===== src/rtl/tmr8_consts.vh =====
// constants for the 8-bit timer counter unit
// assumes byte-wide registers sitting in the low bits of 32-bit words
`ifndef TMR8_CONSTS_VH
`define TMR8_CONSTS_VH

`define OFS_CTRL       4'h0
`define OFS_COUNT      4'h4
`define OFS_COMPARE    4'h8
`define OFS_FLAGS      4'hc

`define CTRL_CS_LSB    0
`define CTRL_CS_MSB    2
`define CTRL_WGM_LSB   3
`define CTRL_WGM_MSB   4
`define CTRL_FORCE_BIT 5

`define FLAG_MATCH_BIT 0
`define FLAG_OVF_BIT   1

`define WGM_NORMAL     2'h0
`define WGM_PC_PWM     2'h1
`define WGM_CTC        2'h2
`define WGM_FAST_PWM   2'h3

`define CS_STOPPED     3'h0
`define CS_DIRECT      3'h1
`define CS_EXT_FALL    3'h6
`define CS_EXT_RISE    3'h7

`define BOTTOM_VAL     8'h00
`define MAX_VAL        8'hff
`define RESP_OKAY      2'h0
`define RESP_SLVERR    2'h2

`endif


===== src/rtl/tick_select.v =====
// timer tick source: direct, prescaled or edge of the external input
// assumes ext_clk_i is already synchronous to core_clk_i
`timescale 1ns/100ps
`default_nettype none
`include "tmr8_consts.vh"

module tick_select (
  input  wire       core_clk_i,
  input  wire       reset_n_i,
  input  wire [2:0] clock_source_select_i,
  input  wire       ext_clk_i,
  output reg        timer_tick_o
);

  reg  [9:0] presc_q;
  reg        ext_q;
  wire [9:0] presc_d = presc_q + 10'h001;
  wire       rise    = ext_clk_i & ~ext_q;
  wire       fall    = ~ext_clk_i & ext_q;
  reg        tick_d;

  // prescaler free-runs; taps pick /8, /64, /256, /1024
  always @* begin
    case (clock_source_select_i)
      3'h1:    tick_d = 1'b1;
      3'h2:    tick_d = (presc_q[2:0] == 3'h7);
      3'h3:    tick_d = (presc_q[5:0] == 6'h3f);
      3'h4:    tick_d = (presc_q[7:0] == 8'hff);
      3'h5:    tick_d = (presc_q == 10'h3ff);
      3'h6:    tick_d = fall;
      3'h7:    tick_d = rise;
      default: tick_d = 1'b0; // see RULE9
    endcase
  end

  always @(posedge core_clk_i or negedge reset_n_i) begin
    if (!reset_n_i) begin
      presc_q      <= 10'h000;
      ext_q        <= 1'b0;
      timer_tick_o <= 1'b0;
    end else begin
      presc_q      <= presc_d;
      ext_q        <= ext_clk_i;
      timer_tick_o <= tick_d; // see RULE8
    end
  end

endmodule
`default_nettype wire


===== src/rtl/tmr8_unit.v =====
// 8-bit timer counter unit with axi4-lite register access
// assumes a single clock; external tick input synchronous to it
// Functional notes
// RULE1: 8-bit up/down counter, readable by software
// RULE2: counts step by one; clear zeroes all
// RULE3: each tick clears, increments or decrements
// RULE4: bottom indicated when counter equals zero
// RULE5: max recognised at all-ones value
// RULE6: top is all-ones or compare value
// RULE7: separate top and bottom indications
// RULE8: tick from internal or external source
// RULE9: select zero stops counting entirely
// RULE10: counter readable and writable any time
// RULE11: software write beats clear or count
// RULE12: two mode bits choose count sequence
// RULE13: compare value compared against counter continuously
// RULE14: match drives pwm or frequency output
// RULE15: match sets flag, may request interrupt
// RULE16: overflow flag set where mode defines
// RULE17: match flag set on following tick
// RULE18: counter write blocks next tick's match
// RULE19: flag cleared by writing one or service
// RULE20: compare buffered only in pwm modes
// RULE21: reset zeroes counter, compare, select, flags
//
// Local design decisions: the placing of the registers and the AXI4-Lite register port.
`timescale 1ns/100ps
`default_nettype none
`include "tmr8_consts.vh"

module tmr8_unit (
  input  wire        core_clk_i,
  input  wire        reset_n_i,
  input  wire        ext_clk_i,
  input  wire        match_ack_i,
  input  wire        ovf_ack_i,
  input  wire [31:0] s_axi_awaddr,
  input  wire        s_axi_awvalid,
  output reg         s_axi_awready,
  input  wire [31:0] s_axi_wdata,
  input  wire [3:0]  s_axi_wstrb,
  input  wire        s_axi_wvalid,
  output reg         s_axi_wready,
  output reg  [1:0]  s_axi_bresp,
  output reg         s_axi_bvalid,
  input  wire        s_axi_bready,
  input  wire [31:0] s_axi_araddr,
  input  wire        s_axi_arvalid,
  output reg         s_axi_arready,
  output reg  [31:0] s_axi_rdata,
  output reg  [1:0]  s_axi_rresp,
  output reg         s_axi_rvalid,
  input  wire        s_axi_rready,
  output reg         compare_output_pin_o,
  output reg         match_irq_o,
  output reg         ovf_irq_o,
  output reg         top_o,
  output reg         bottom_o
);

  parameter WIDTH = 8;

  // fsm for the write channel, one-hot
  localparam W_IDLE = 3'b001;
  localparam W_HAVE = 3'b010;
  localparam W_RESP = 3'b100;

  function is_pwm;
    input [1:0] m;
    begin
      is_pwm = (m == `WGM_PC_PWM) || (m == `WGM_FAST_PWM);
    end
  endfunction

  function [3:0] word_ofs;
    input [31:0] a;
    begin
      word_ofs = a[3:0];
    end
  endfunction

  reg [2:0]       wst_q;
  reg [31:0]      awaddr_q;
  reg [31:0]      wdata_q;
  reg [3:0]       wstrb_q;
  reg             aw_got_q;
  reg             w_got_q;

  reg [WIDTH-1:0] counter_value_q;
  reg [WIDTH-1:0] compare_value_q;
  reg [WIDTH-1:0] compare_buf_q;
  reg [2:0]       clock_source_select_q;
  reg [1:0]       waveform_mode_select_q;
  reg             compare_match_flag_q;
  reg             overflow_flag_q;
  reg             down_q;
  reg             block_q;

  wire            timer_tick;
  wire            is_bottom = (counter_value_q == `BOTTOM_VAL); // see RULE4
  wire            is_max    = (counter_value_q == `MAX_VAL);    // see RULE5
  wire [WIDTH-1:0] top_val  =
    (waveform_mode_select_q == `WGM_CTC) ? compare_value_q
                                         : `MAX_VAL;          // see RULE6
  wire            is_top    = (counter_value_q == top_val);
  wire            cmp_eq    =
    (counter_value_q == compare_value_q);                 // see RULE13

  // commit once both halves are latched; refused addresses never alias
  wire addr_ok   = (awaddr_q[31:4] == 28'h0000000) &&
                   (awaddr_q[1:0] == 2'h0);
  wire do_write  = (wst_q == W_HAVE) & addr_ok;
  wire wr_lane0  = do_write & wstrb_q[0];
  wire wr_ctrl   = wr_lane0 & (word_ofs(awaddr_q) == `OFS_CTRL);
  wire wr_count  = wr_lane0 & (word_ofs(awaddr_q) == `OFS_COUNT);
  wire wr_cmp    = wr_lane0 & (word_ofs(awaddr_q) == `OFS_COMPARE);
  wire wr_flags  = wr_lane0 & (word_ofs(awaddr_q) == `OFS_FLAGS);
  wire force_cmp = wr_ctrl & wdata_q[`CTRL_FORCE_BIT] &
                   ~is_pwm(wdata_q[`CTRL_WGM_MSB:`CTRL_WGM_LSB]);
  wire match_hit = timer_tick & cmp_eq & ~block_q & ~wr_count; // see RULE18

  tick_select u_tick (
    .core_clk_i            (core_clk_i),
    .reset_n_i             (reset_n_i),
    .clock_source_select_i (clock_source_select_q),
    .ext_clk_i             (ext_clk_i),
    .timer_tick_o          (timer_tick)
  );

  // next counter value and direction for the active mode
  reg [WIDTH-1:0] cnt_d;
  reg             down_d;
  reg             ovf_set;
  reg             reload;
  always @* begin
    cnt_d   = counter_value_q;
    down_d  = down_q;
    ovf_set = 1'b0;
    reload  = 1'b0;
    case (waveform_mode_select_q)                 // see RULE12
      `WGM_NORMAL: begin
        cnt_d   = counter_value_q + 8'h01;        // see RULE2
        ovf_set = is_max;                         // see RULE16
        down_d  = 1'b0;
      end
      `WGM_CTC: begin
        cnt_d   = is_top ? `BOTTOM_VAL : counter_value_q + 8'h01;
        ovf_set = is_max;
        down_d  = 1'b0;
      end
      `WGM_FAST_PWM: begin
        cnt_d   = counter_value_q + 8'h01;
        ovf_set = is_max;
        reload  = is_top;
        down_d  = 1'b0;
      end
      `WGM_PC_PWM: begin
        // turn round at top and at bottom
        if (is_top) begin
          down_d = 1'b1;
        end else if (is_bottom) begin
          down_d = 1'b0;
        end
        cnt_d   = (down_d) ? counter_value_q - 8'h01
                           : counter_value_q + 8'h01; // see RULE2
        ovf_set = is_bottom & down_q;
        reload  = is_top;
      end
      default: begin
        cnt_d = counter_value_q;
      end
    endcase
  end

  // register file and counter
  always @(posedge core_clk_i or negedge reset_n_i) begin
    if (!reset_n_i) begin
      counter_value_q        <= 8'h00;  // see RULE21
      compare_value_q        <= 8'h00;
      compare_buf_q          <= 8'h00;
      clock_source_select_q  <= `CS_STOPPED;
      waveform_mode_select_q <= `WGM_NORMAL;
      compare_match_flag_q   <= 1'b0;
      overflow_flag_q        <= 1'b0;
      down_q                 <= 1'b0;
      block_q                <= 1'b0;
    end else begin
      if (wr_ctrl) begin
        clock_source_select_q  <= wdata_q[`CTRL_CS_MSB:`CTRL_CS_LSB];
        waveform_mode_select_q <= wdata_q[`CTRL_WGM_MSB:`CTRL_WGM_LSB];
      end
      // write wins over any clear or count this cycle
      if (wr_count) begin
        counter_value_q <= wdata_q[7:0];        // see RULE10 RULE11
      end else if (timer_tick) begin
        counter_value_q <= cnt_d;               // see RULE3
        down_q          <= down_d;
      end
      // buffered compare only in pwm modes
      if (wr_cmp) begin
        compare_buf_q <= wdata_q[7:0];
      end
      if (wr_cmp & ~is_pwm(waveform_mode_select_q)) begin
        compare_value_q <= wdata_q[7:0];        // see RULE20
      end else if (timer_tick & reload) begin
        compare_value_q <= compare_buf_q;       // see RULE20
      end
      // block holds until the next tick, even when stopped
      if (wr_count) begin
        block_q <= 1'b1;                        // see RULE18
      end else if (timer_tick) begin
        block_q <= 1'b0;
      end
      // equality reached on one tick is flagged on the next; set wins
      if (match_hit) begin
        compare_match_flag_q <= 1'b1;           // see RULE15 RULE17
      end else if ((wr_flags & wdata_q[`FLAG_MATCH_BIT]) | match_ack_i) begin
        compare_match_flag_q <= 1'b0;           // see RULE19
      end
      if (timer_tick & ovf_set & ~wr_count) begin
        overflow_flag_q <= 1'b1;                // see RULE16
      end else if ((wr_flags & wdata_q[`FLAG_OVF_BIT]) | ovf_ack_i) begin
        overflow_flag_q <= 1'b0;
      end
    end
  end

  // pin, interrupt requests and status indications
  always @(posedge core_clk_i or negedge reset_n_i) begin
    if (!reset_n_i) begin
      compare_output_pin_o <= 1'b0;
      match_irq_o          <= 1'b0;
      ovf_irq_o            <= 1'b0;
      top_o                <= 1'b0;
      bottom_o             <= 1'b0;
    end else begin
      // toggles on match: frequency output in non-pwm modes, a
      // pwm edge otherwise; a pwm pin would need the compare mode bits
      if (match_hit | force_cmp) begin
        compare_output_pin_o <= ~compare_output_pin_o; // see RULE14
      end
      match_irq_o <= compare_match_flag_q;      // see RULE15
      ovf_irq_o   <= overflow_flag_q;           // see RULE16
      top_o       <= is_top;                    // see RULE7
      bottom_o    <= is_bottom;                 // see RULE7
    end
  end

  // axi4-lite write side: address and data in either order
  always @(posedge core_clk_i or negedge reset_n_i) begin
    if (!reset_n_i) begin
      wst_q         <= W_IDLE;
      awaddr_q      <= 32'h00000000;
      wdata_q       <= 32'h00000000;
      wstrb_q       <= 4'h0;
      aw_got_q      <= 1'b0;
      w_got_q       <= 1'b0;
      s_axi_awready <= 1'b0;
      s_axi_wready  <= 1'b0;
      s_axi_bvalid  <= 1'b0;
      s_axi_bresp   <= `RESP_OKAY;
    end else begin
      s_axi_awready <= 1'b0;
      s_axi_wready  <= 1'b0;
      case (wst_q)
        W_IDLE: begin
          if (s_axi_awvalid & ~aw_got_q & ~s_axi_awready) begin
            awaddr_q      <= s_axi_awaddr;
            aw_got_q      <= 1'b1;
            s_axi_awready <= 1'b1;
          end
          if (s_axi_wvalid & ~w_got_q & ~s_axi_wready) begin
            wdata_q      <= s_axi_wdata;
            wstrb_q      <= s_axi_wstrb;
            w_got_q      <= 1'b1;
            s_axi_wready <= 1'b1;
          end
          if (aw_got_q & w_got_q) begin
            wst_q <= W_HAVE;
          end
        end
        W_HAVE: begin
          s_axi_bvalid <= 1'b1;
          s_axi_bresp  <= addr_ok ? `RESP_OKAY : `RESP_SLVERR;
          wst_q        <= W_RESP;
        end
        W_RESP: begin
          if (s_axi_bready) begin
            s_axi_bvalid <= 1'b0;
            aw_got_q     <= 1'b0;
            w_got_q      <= 1'b0;
            wst_q        <= W_IDLE;
          end
        end
        default: begin
          wst_q <= W_IDLE;
        end
      endcase
    end
  end

  // axi4-lite read side; registers sit in the low byte
  reg [31:0] rd_d;
  always @* begin
    rd_d = 32'h00000000;
    case (word_ofs(s_axi_araddr))
      `OFS_CTRL: begin
        rd_d[4:0] = {waveform_mode_select_q, clock_source_select_q};
      end
      `OFS_COUNT: begin
        rd_d[7:0] = counter_value_q;            // see RULE1 RULE10
      end
      `OFS_COMPARE: begin
        rd_d[7:0] = is_pwm(waveform_mode_select_q) ? compare_buf_q
                                                   : compare_value_q;
      end
      `OFS_FLAGS: begin
        rd_d[1:0] = {overflow_flag_q, compare_match_flag_q};
      end
      default: begin
        rd_d = 32'h00000000;
      end
    endcase
  end

  wire rd_ok = (s_axi_araddr[31:4] == 28'h0000000) &&
               (s_axi_araddr[1:0] == 2'h0);

  always @(posedge core_clk_i or negedge reset_n_i) begin
    if (!reset_n_i) begin
      s_axi_arready <= 1'b0;
      s_axi_rvalid  <= 1'b0;
      s_axi_rdata   <= 32'h00000000;
      s_axi_rresp   <= `RESP_OKAY;
    end else begin
      s_axi_arready <= 1'b0;
      if (s_axi_rvalid) begin
        if (s_axi_rready) begin
          s_axi_rvalid <= 1'b0;
        end
      end else if (s_axi_arvalid & ~s_axi_arready) begin
        s_axi_arready <= 1'b1;
        s_axi_rvalid  <= 1'b1;
        s_axi_rdata   <= rd_ok ? rd_d : 32'h00000000;
        s_axi_rresp   <= rd_ok ? `RESP_OKAY : `RESP_SLVERR;
      end
    end
  end

endmodule
`default_nettype wire


===== config.mk =====
export PLATFORM = sky130hd
export DESIGN_NAME = tmr8_unit
export DESIGN_NICKNAME = d
export VERILOG_FILES = /design/src/rtl/tick_select.v /design/src/rtl/tmr8_unit.v
export VERILOG_INCLUDE_DIRS = /design/src /design/src/rtl
export SDC_FILE = /design/constraint.sdc
export NUM_CORES = 1
export LEC_CHECK = 0
export BUFFER_PORTS_ARGS = -buffer_cell sky130_fd_sc_hd__buf_2
export CAP_MARGIN = 10
export CORE_UTILIZATION = 35
export DETAILED_ROUTE_END_ITERATION = 7
export HOLD_SLACK_MARGIN = 0.1
export PLACE_DENSITY = 0.61
export REMOVE_ABC_BUFFERS = 1
export SLEW_MARGIN = 20
export SYNTH_ARGS = -nofsm -noshare
export SYNTH_HDL_FRONTEND = slang
export SYNTH_SLANG_ARGS = --single-unit

===== constraint.sdc =====
create_clock -name core_clk_i -period 5.7 [get_ports core_clk_i]
set_clock_uncertainty 0.2 [all_clocks]
set_input_delay 1.14 -clock core_clk_i [delete_from_list [all_inputs] [get_ports core_clk_i]]
set_output_delay 1.14 -clock core_clk_i [all_outputs]
set_load 0.01 [all_outputs]

== After elaboration in Yosys (flattened, before gate mapping) ==
Index checks and enable logic that the tools add are counted.
Widths: inputs -> output; s select.

* Register bits: 137
* Input bits: 110
* Output and inout bits: 46
* Word-level logic and storage cells: 182

* Add/subtract/negate cells: 3
* Equality and inequality tests: 32
* Mux-type cells: 45
* Bitwise gates (word level): 42
* Reductions and logical operators: 29

{| class="wikitable"
|+ Operators by type and width
! kind !! count
|-
| $mux 8 || 9
|-
| $logic_not 28->1 || 2
|-
| $and 1x1->1 || 26
|-
| $pmux 8 s3 || 1
|-
| $mux 1 || 21
|-
| $eq 3x3->1 const B || 6
|-
| $pmux 3 s3 || 2
|-
| $eq 4x4->1 const B || 4
|-
| $eq 8x8->1 || 2
|-
| $eq 8x8->1 const B || 2
|-
| $not 1->1 || 13
|-
| $reduce_and 2->1 || 6
|-
| $reduce_bool 2->1 || 6
|-
| $add 10x1->10 const B || 1
|-
| $eq 10x10->1 const B || 1
|-
| $pmux 1 s2 || 5
|-
| $eq 3x2->1 const B || 3
|-
| $add 8x1->8 const B || 1
|-
| $eq 4x3->1 const B || 2
|-
| $logic_not 4->1 || 2
|-
| $logic_not 8->1 || 1
|-
| $ne 2x2->1 const B || 4
|-
| $pmux 2 s4 || 1
|-
| $sub 8x1->8 const B || 1
|-
| other kinds (15) || 29
|}

== Logic depth before layout (Yosys ltp) ==
Gate-level depths: netlist of run 1.

* Word-level depth: 9
* Depth in mapped cells: 10

== Hierarchy ==
From an unflattened synthesis of run 1, not the netlist that was laid out.

* Cell total of the unflattened synthesis: 621
* Area total of the unflattened synthesis: 5684.2 µm²

{| class="wikitable"
|+ Modules (own cells, without submodules)
! module !! times used !! cells each !! area each (µm²) !! sequential area each (µm²)
|-
| tmr8_unit || 1 || 578 || 5167.5 || 2478.6
|-
| tick_select || 1 || 43 || 516.7 || 300.3
|}

== Worst setup path before layout of run 1 ==
No wires, ideal clock.

* Path kind: input port to flip-flop
* Start point: input port s_axi_araddr[9]
* End point: register s_axi_rdata[2]
* Library setup time: 0.068 ns
* Arrival: 2.590 ns
* Slack: 2.841 ns
* Cell stages on the path: 6
* Path through: nor4_1 nand4_1 nor2_1 nand4_1 a2111oi_0 a22o_1

* Word-level cells in the longest chain between the ends: 3

{| class="wikitable"
|+ RTL lines
! what !! RTL line !! source
|-
| from (decl) || tmr8_unit.v:47 || <nowiki>input wire [31:0] s_axi_araddr,</nowiki>
|-
| $logic_not 28->1 || tmr8_unit.v:326 || <nowiki>wire rd_ok = (s_axi_araddr[31:4] == 28'h0000000) &&</nowiki>
|-
| $logic_and 1x1->1 || tmr8_unit.v:326 ||
|-
| $mux 8 || tmr8_unit.v:344 || <nowiki>s_axi_rdata <= rd_ok ? rd_d : 32'h00000000;</nowiki>
|-
| to (signal assigned) || tmr8_unit.v:344 ||
|-
| to (decl) || tmr8_unit.v:50 || <nowiki>output reg [31:0] s_axi_rdata,</nowiki>
|}

Every way passes these cells.
A chain may end at the register's enable or synchronous reset.

== Worst setup path after layout of run 1 ==
* Start point: register counter_value_q[0]
* End point: register counter_value_q[6]

* Word-level cells in the longest chain between the ends: 8

{| class="wikitable"
|+ RTL lines
! what !! RTL line !! source
|-
| from (decl) || tmr8_unit.v:89 || <nowiki>reg [WIDTH-1:0] counter_value_q;</nowiki>
|-
| from (signal assigned) || tmr8_unit.v:194 || <nowiki>counter_value_q <= wdata_q[7:0];</nowiki>
|-
| from (signal assigned) || tmr8_unit.v:196 || <nowiki>counter_value_q <= cnt_d;</nowiki>
|-
| branches (longest 5 deep; another with $add 8x1->8) || - ||
|-
| $pmux 8 s3 (*) || tmr8_unit.v:140 || <nowiki>case (waveform_mode_select_q)</nowiki>
|-
| $mux 8 (*) || tmr8_unit.v:195 || <nowiki>end else if (timer_tick) begin</nowiki>
|-
| $mux 8 (*) || tmr8_unit.v:193 || <nowiki>if (wr_count) begin</nowiki>
|}

Every way passes the cells marked *. The select of a mux whose other input is x is not followed.

==> impl_metrics.py, run 1 <==
metrics = {
    "run_status": {
        "status": "finished, final reports clean",
    },
    "placed_design": {
        "io_buffers": 102,
        "gp_congestion": 0.902,
        "postPlaceCellArea_sq_um": 6350,
        "placed_cells": 937,
        "dp_hpwl_mm": 10.3,
    },
    "final_layout": {
        "drive_gt1_share_pct": 19.7,
        "final_area_sq_um": 6660,
        "final_common_cell": "nand2_1",
        "area_delta_synth_final_pct": 15.6,
        "nets": 851,
        "layout_common_cells": "nand2_1 (156), dfrtp_1 (110), buf_2 (101)",
        "final_cells": 952,
        "diodes": 0,
    },
    "yosys": {
        "synth_warnings": 0,
        "synth.area.top_cells": "dfrtp_1 (48%), nand2_1 (10%), buf_4 (3.5%)",
        "syn-cell-area_sq_um": 5760,
        "synthXorXnorAreaFrac_pct": 2.28,
        "synthArstFlopShare_pct": 100,
        "ys_ff_latch": 111,
        "synth_edf_count": 0,
        "synth.mux.area_fraction_pct": 3.26,
        "synth_cells": 641,
        "yosysSeqAreaShare_pct": 48.3,
        "synth_top_family_by_area": "simple AND/OR/NAND/NOR gates",
        "synth_top_area_share_pct": 47.8,
        "synth-compound-area-share_pct": 13.3,
        "synth_cell_types": 70,
        "yosys.area_share.adder_pct": 1.96,
        "synth.avg_cell_area_sq_um": 8.98,
        "ys.flop_type": "dfrtp_1",
        "yosysTopAreaCell": "dfrtp_1",
        "synth-simple-area-share_pct": 23.7,
    },
    "worst_hold_path": {
        "hp-class": "reg -> reg",
    },
    "cts": {
        "cts_tree": "yes",
        "cts_max_path_buffers": 2,
        "clock_sinks": 111,
        "h-tree-depth": 3,
        "path_clk_slew_ps": 70,
        "post-cts-setup-buffer-count": 0,
        "cts_made_buffers": 9,
        "cts_repair_resize_count": 0,
        "cts-root-buf": "clkbuf_16",
        "insertion_delay_ps": 360,
        "holdBufCountCts": 0,
    },
    "worst_setup_path": {
        "path_max_fanout": 10,
        "startpoint_type": "flip-flop",
        "crit_arrival_ps": 3200,
        "crit_type": "reg -> reg",
        "worst_ep_required_time_ps": 5700,
        "worst_setup_path_end_kind": "flip-flop",
    },
    "detailed_routing": {
        "wl_mm": 14.1,
        "wl_per_cell_microns": 14.8,
        "drt_iter0_drc": 353,
        "first_pass_iters": 5,
        "viasPerCell": 4.99,
        "antenna_left": 0,
        "vias": 4746,
        "drc": 0,
    },
    "sta": {
        "period_share_pct": 56.1,
        "worstMarginPinSlew_ps": 957,
        "slew_viol_final": 0,
        "setup_tns_ps": 0,
        "final_hold_viol_count": 0,
        "max_freq_mhz": 313,
        "finalSetupViolCount": 0,
        "final.min_clock_period_ps": 3200,
        "max_slew_margin_pct": 35.7,
        "rsz0062_at_grt": "no",
    },
    "die": {
        "initial_core_util_pct": 36.0,
        "io_pins": 156,
        "fp-row-count": 46,
        "die_h_microns": 130,
        "die_x_microns": 130,
        "coreArea_sq_um": 16000,
        "die_area_sq_um": 17000,
    },
    "pwr": {
        "seqPwrFrac_pct": 52.3,
        "clkPwrFrac_pct": 30.9,
        "power.leakage_nw": 3.14,
        "p_int_w": 0.00144,
        "peakVddDrop_mv": 0.215,
        "p_sw_w": 0.000656,
        "pwr_density_cell_nw_per_um2": 315,
        "comb_power_share_pct": 16.8,
        "swShare_pct": 31.3,
    },
    "global_routing": {
        "track_usage_pct": 17.7,
        "grt_max_degree": 73,
        "grt_pass1_vias": 4462,
        "antenna_found_initial": 1,
        "grt_pass1_wl_mm": 23.0,
        "overflow": 0,
    },
    "run": {
        "cap_violations": 0,
    },
}
-- stage by stage --
stage	util, %	setup slack [ps]	hold WS, ps	total power, W
floorplan	-	2610	174	0.00130
global placement	39.7	2280	207	0.00146
detailed placement	39.7	2280	228	0.00147
CTS	41.6	2540	247	0.00212
global route	41.6	2360	258	0.00224
finish	41.6	2500	244	0.00210
-- cell type report --
| cell class | instances | area (sq um) |
|---|---|---|
| Inverter | 29 | 109 |
| Fill cell | 1669 | 9350 |
| Clock buffer | 10 | 239 |
| Sequential cell | 111 | 2780 |
| Timing Repair Buffer | 104 | 528 |
| Tap cell | 216 | 270 |
| Clock inverter | 5 | 70.1 |
| Multi-Input combinational cell | 477 | 2660 |
-- synth_stat cells, types with 3 or more instances --
| cell type | n |
|---|---|
| nand3_1 | 18 |
| xnor2_1 | 14 |
| dfrtp_1 | 110 |
| nor2b_1 | 5 |
| mux2i_1 | 12 |
| clkbuf_1 | 13 |
| nand2_1 | 156 |
| ha_1 | 9 |
| nor4_1 | 20 |
| inv_1 | 27 |
| nor2_1 | 38 |
| buf_4 | 27 |
| nand2b_1 | 7 |
| or3_1 | 3 |
| o21ai_0 | 37 |
| and3_1 | 9 |
| buf_2 | 3 |
| a21oi_1 | 26 |
| mux2_2 | 6 |
| o22ai_1 | 9 |
| or2_2 | 3 |
| nand4_1 | 7 |
| a22oi_1 | 6 |
| a31oi_1 | 5 |
| nor3_1 | 9 |
| buf_1 | 3 |
| a22o_1 | 3 |
-- registers in the layout (all words and copies together) (netlist names), 3 cells and up --
| name | cells |
|---|---|
| awaddr_q | 32 |
| clock_source_select_q | 3 |
| s_axi_rdata | 8 |
| wst_q | 3 |
| compare_buf_q | 8 |
| counter_value_q | 8 |
| compare_value_q | 8 |
| u_tick.presc_q | 10 |
| wdata_q | 8 |
-- power by group through the flow --
stage	logic (W)	clock network, W	registers (W)
floorplan	0.000233	0	0.00106
detailed placement	0.000355	0	0.00111
global placement	0.000348	0	0.00111
CTS	0.000357	0.000667	0.00110
global route	0.000418	0.000695	0.00112
finish	0.000352	0.000648	0.00110
-- critical path: stages (launching register included) --
cell and delay (ps):
dfrtp_1 520, inv_2 160, ha_1 150, or4b_2 650, o21a_1 270, a21oi_1 140
a311o_1 340, o22ai_1 110, a311oi_1 420, a21oi_1 80
-- layer usage --
layer / global-route usage, % / part of all wire, % / up-vias
met5: 0 / 0.057 / -
met1: 24.4 / 46 / 2227
met4: 4.10 / 1.0 / 2
met2: 28.1 / 47 / 159
met3: 4.39 / 6.3 / 15
li1: - / - / 2343
-- kinds of logic after synthesis --
family                   Yosys count
XOR/XNOR                          15
multiplexers                      18
buffers and inverters             78
adder cells (fa/ha/maj)            9
flip-flops                       111
other                              1
AO/OA/AOI/OAI                    115
AND/OR/NAND/NOR                  294
-- path summary, 6_finish.rpt --
kind | startpoint | end | slack [ps] | cells after the start
min in group asynchronous | reset_n_i | top_o | 690 | 1
hold reg to reg | overflow_flag_q | ovf_irq_o | 240 | 0
setup / recovery | counter_value_q[0] | counter_value_q[6] | 2500 | 9
setup reg to reg | counter_value_q[0] | counter_value_q[6] | 2500 | 9
max in group asynchronous | reset_n_i | wst_q[0] | 3480 | 2
hold / removal | overflow_flag_q | ovf_irq_o | 240 | 0
No activity file was read; power rests on OpenSTA's default activity.
==> run 2, diff against run 1 <==
--- a/config.mk
+++ b/config.mk
@@ -11,7 +11,7 @@
 export CORE_UTILIZATION = 35
 export DETAILED_ROUTE_END_ITERATION = 7
 export HOLD_SLACK_MARGIN = 0.1
-export PLACE_DENSITY = 0.61
+export PLACE_DENSITY = 0.63
 export REMOVE_ABC_BUFFERS = 1
 export SLEW_MARGIN = 20
 export SYNTH_ARGS = -nofsm -noshare
==> constraint.sdc (replaced) <==
create_clock -name core_clk_i -period 2.73 [get_ports core_clk_i]
set_clock_uncertainty 0.2 [all_clocks]
set_input_delay 0.546 -clock core_clk_i [delete_from_list [all_inputs] [get_ports core_clk_i]]
set_output_delay 0.546 -clock core_clk_i [all_outputs]
set_load 0.01 [all_outputs]
==> run 2 against run 1 <==
Compared with the run above:
- first-iteration DRC count is 11% lower
- critical path depth unchanged
- sequential share of layout area is 2.6 points lower
- setup slack got worse by 2400 ps
- sequential cell count is the same
- cell count rose by 4.8%
- hold slack worse by 100 ps
- cell area is 6.6% higher
- combinational power is 110% higher
==> impl_metrics.py, run 2 (synthesis gave the netlist of run 1 again) <==
metrics = {
    "placed_design": {
        "io_buffers": 102,
        "postPlaceCellArea_sq_um": 6690,
        "dp_hpwl_mm": 11.0,
        "gp_congestion": 0.925,
    },
    "cts": {
        "cts-root-buf": "clkbuf_16",
        "h-tree-depth": 3,
        "insertion_delay_ps": 350,
        "clock_sinks": 111,
        "cts_made_buffers": 9,
        "path_clk_slew_ps": 70,
        "cts_max_path_buffers": 2,
        "cts_tree": "yes",
    },
    "final_layout": {
        "regArea_sq_um": 2780,
        "fillCellCount": 1640,
        "multi_input_area_sq_um": 2720,
        "largest_reg_flops": 32,
        "largest-register": "awaddr_q",
        "drive_gt1_share_pct": 25.6,
        "diodes": 0,
        "nets": 896,
        "area_delta_synth_final_pct": 23.2,
        "layout_common_cells": "nand2_1 (156), dfrtp_1 (109), buf_2 (101)",
        "utilization_pct": 44.3,
        "final_area_sq_um": 7090,
        "reg.largest.list": "awaddr_q: 32 flops, u_tick.presc_q: 10 flops",
        "final_common_cell": "nand2_1",
    },
    "global_routing": {
        "overflow": 0,
        "track_usage_pct": 17.7,
        "grt_pass1_wl_mm": 23.1,
        "grt_max_degree": 59,
        "grt_pass1_vias": 4522,
        "antenna_found_initial": 0,
    },
    "detailed_routing": {
        "wl_per_cell_microns": 14.4,
        "viasPerCell": 4.88,
        "vias": 4867,
        "drt_iter0_drc": 313,
        "antenna_left": 0,
        "drc": 0,
        "first_pass_iters": 6,
        "wl_mm": 14.3,
    },
    "run_status": {
        "status": "finished, final reports clean",
    },
    "sta": {
        "final.min_clock_period_ps": 2650,
        "finalSetupViolCount": 0,
        "slew_viol_final": 0,
        "worstMarginPinSlew_ps": 822,
        "final_hold_viol_count": 0,
        "max_slew_margin_pct": 44.9,
        "max_freq_mhz": 378,
        "period_share_pct": 97.0,
        "holdWs_ps": 141,
        "setup_tns_ps": 0,
    },
    "pwr": {
        "swShare_pct": 31.1,
        "comb_power_share_pct": 16.9,
        "clkPwrFrac_pct": 31.3,
        "peakVddDrop_mv": 0.377,
        "seqPwrFrac_pct": 51.8,
        "p_int_w": 0.00303,
        "power.leakage_nw": 3.39,
        "p_sw_w": 0.00137,
        "pwr_density_cell_nw_per_um2": 620,
        "total_power_w": 0.00440,
    },
    "run": {
        "cap_violations": 0,
    },
    "die": {
        "fp-row-count": 46,
        "io_pins": 156,
        "initial_core_util_pct": 36.0,
        "die_x_microns": 130,
        "coreArea_sq_um": 16000,
        "die_h_microns": 130,
        "die_area_sq_um": 17000,
    },
    "worst_hold_path": {
        "hp-class": "in -> reg",
    },
    "worst_setup_path": {
        "worst_ep_required_time_ps": 2800,
        "startpoint_type": "flip-flop",
        "worst_setup_path_end_kind": "flip-flop",
        "crit_type": "reg -> reg",
        "path_max_fanout": 5,
        "crit_arrival_ps": 2720,
    },
}
[run 2: layer usage]
layer / part of all wire (%) / track usage [%] / vias to the layer above
met1: 48 / 24.5 / 2292
met5: 0 / 0 / -
met2: 47 / 28.3 / 127
li1: - / - / 2439
met4: 0.99 / 4.04 / 0
met3: 4.5 / 3.49 / 9
[run 2: worst paths after layout]
kind | from | end | slack [ps] | depth (start not counted)
max | waveform_mode_select_q[1] | counter_value_q[7] | 80 | 9
min | ext_clk_i | u_tick.ext_q | 140 | 1
max reg2reg | waveform_mode_select_q[1] | counter_value_q[7] | 80 | 9
min reg2reg | overflow_flag_q | ovf_irq_o | 230 | 0
max in group asynchronous | reset_n_i | counter_value_q[3] | 1130 | 3
min in group asynchronous | reset_n_i | awaddr_q[30] | 500 | 2
[run 2: through the flow]
step	setup slack, ps	cells
after global placement	-3.68	979
after CTS	8.53	996
after detailed placement	-12.3	979
after floorplan	122	617
after global routing	-48.8	998
final	82.3	998
[run 2: final cells by class]
type,count,share of cell area (%)
flip-flops and latches,111,39.2
multi-input cells,477,38.3
repair buffers,149,12.7
well taps,216,3.81
clock buffers,11,3.42
inverters,29,1.53
clock inverters,5,1.06
[run 2: power groups by stage]
| stage | registers (W) | logic, W | clock network [W] |
|---|---|---|---|
| 5_1_grt | 0.00233 | 0.000876 | 0.00148 |
| 2_1_floorplan | 0.00222 | 0.000487 | 0 |
| 3_3_place_gp | 0.00230 | 0.000734 | 0 |
| 4_1_cts | 0.00228 | 0.000754 | 0.00143 |
| 6_report | 0.00228 | 0.000742 | 0.00138 |
| 3_5_place_dp | 0.00231 | 0.000750 | 0 |
[run 2: worst max-delay path, stage by stage (launching register included)]
cell,delay (ps)
dfrtp_1,430
inv_1,110
ha_2,230
or4b_2,600
o221a_2,250
a21oi_1,160
a311oi_2,100
nor4b_2,310
a211oi_1,90
o22ai_2,110
[run 2: repair_timing]
item / CTS / global route
buffers inserted: 0 / 2
setup endpoints to repair: 1 / 6
gates resized for setup: 1 / 15
hold buffers: 1 / 0
hold endpoints to repair: 37 / 0
pin swaps: 0 / 6
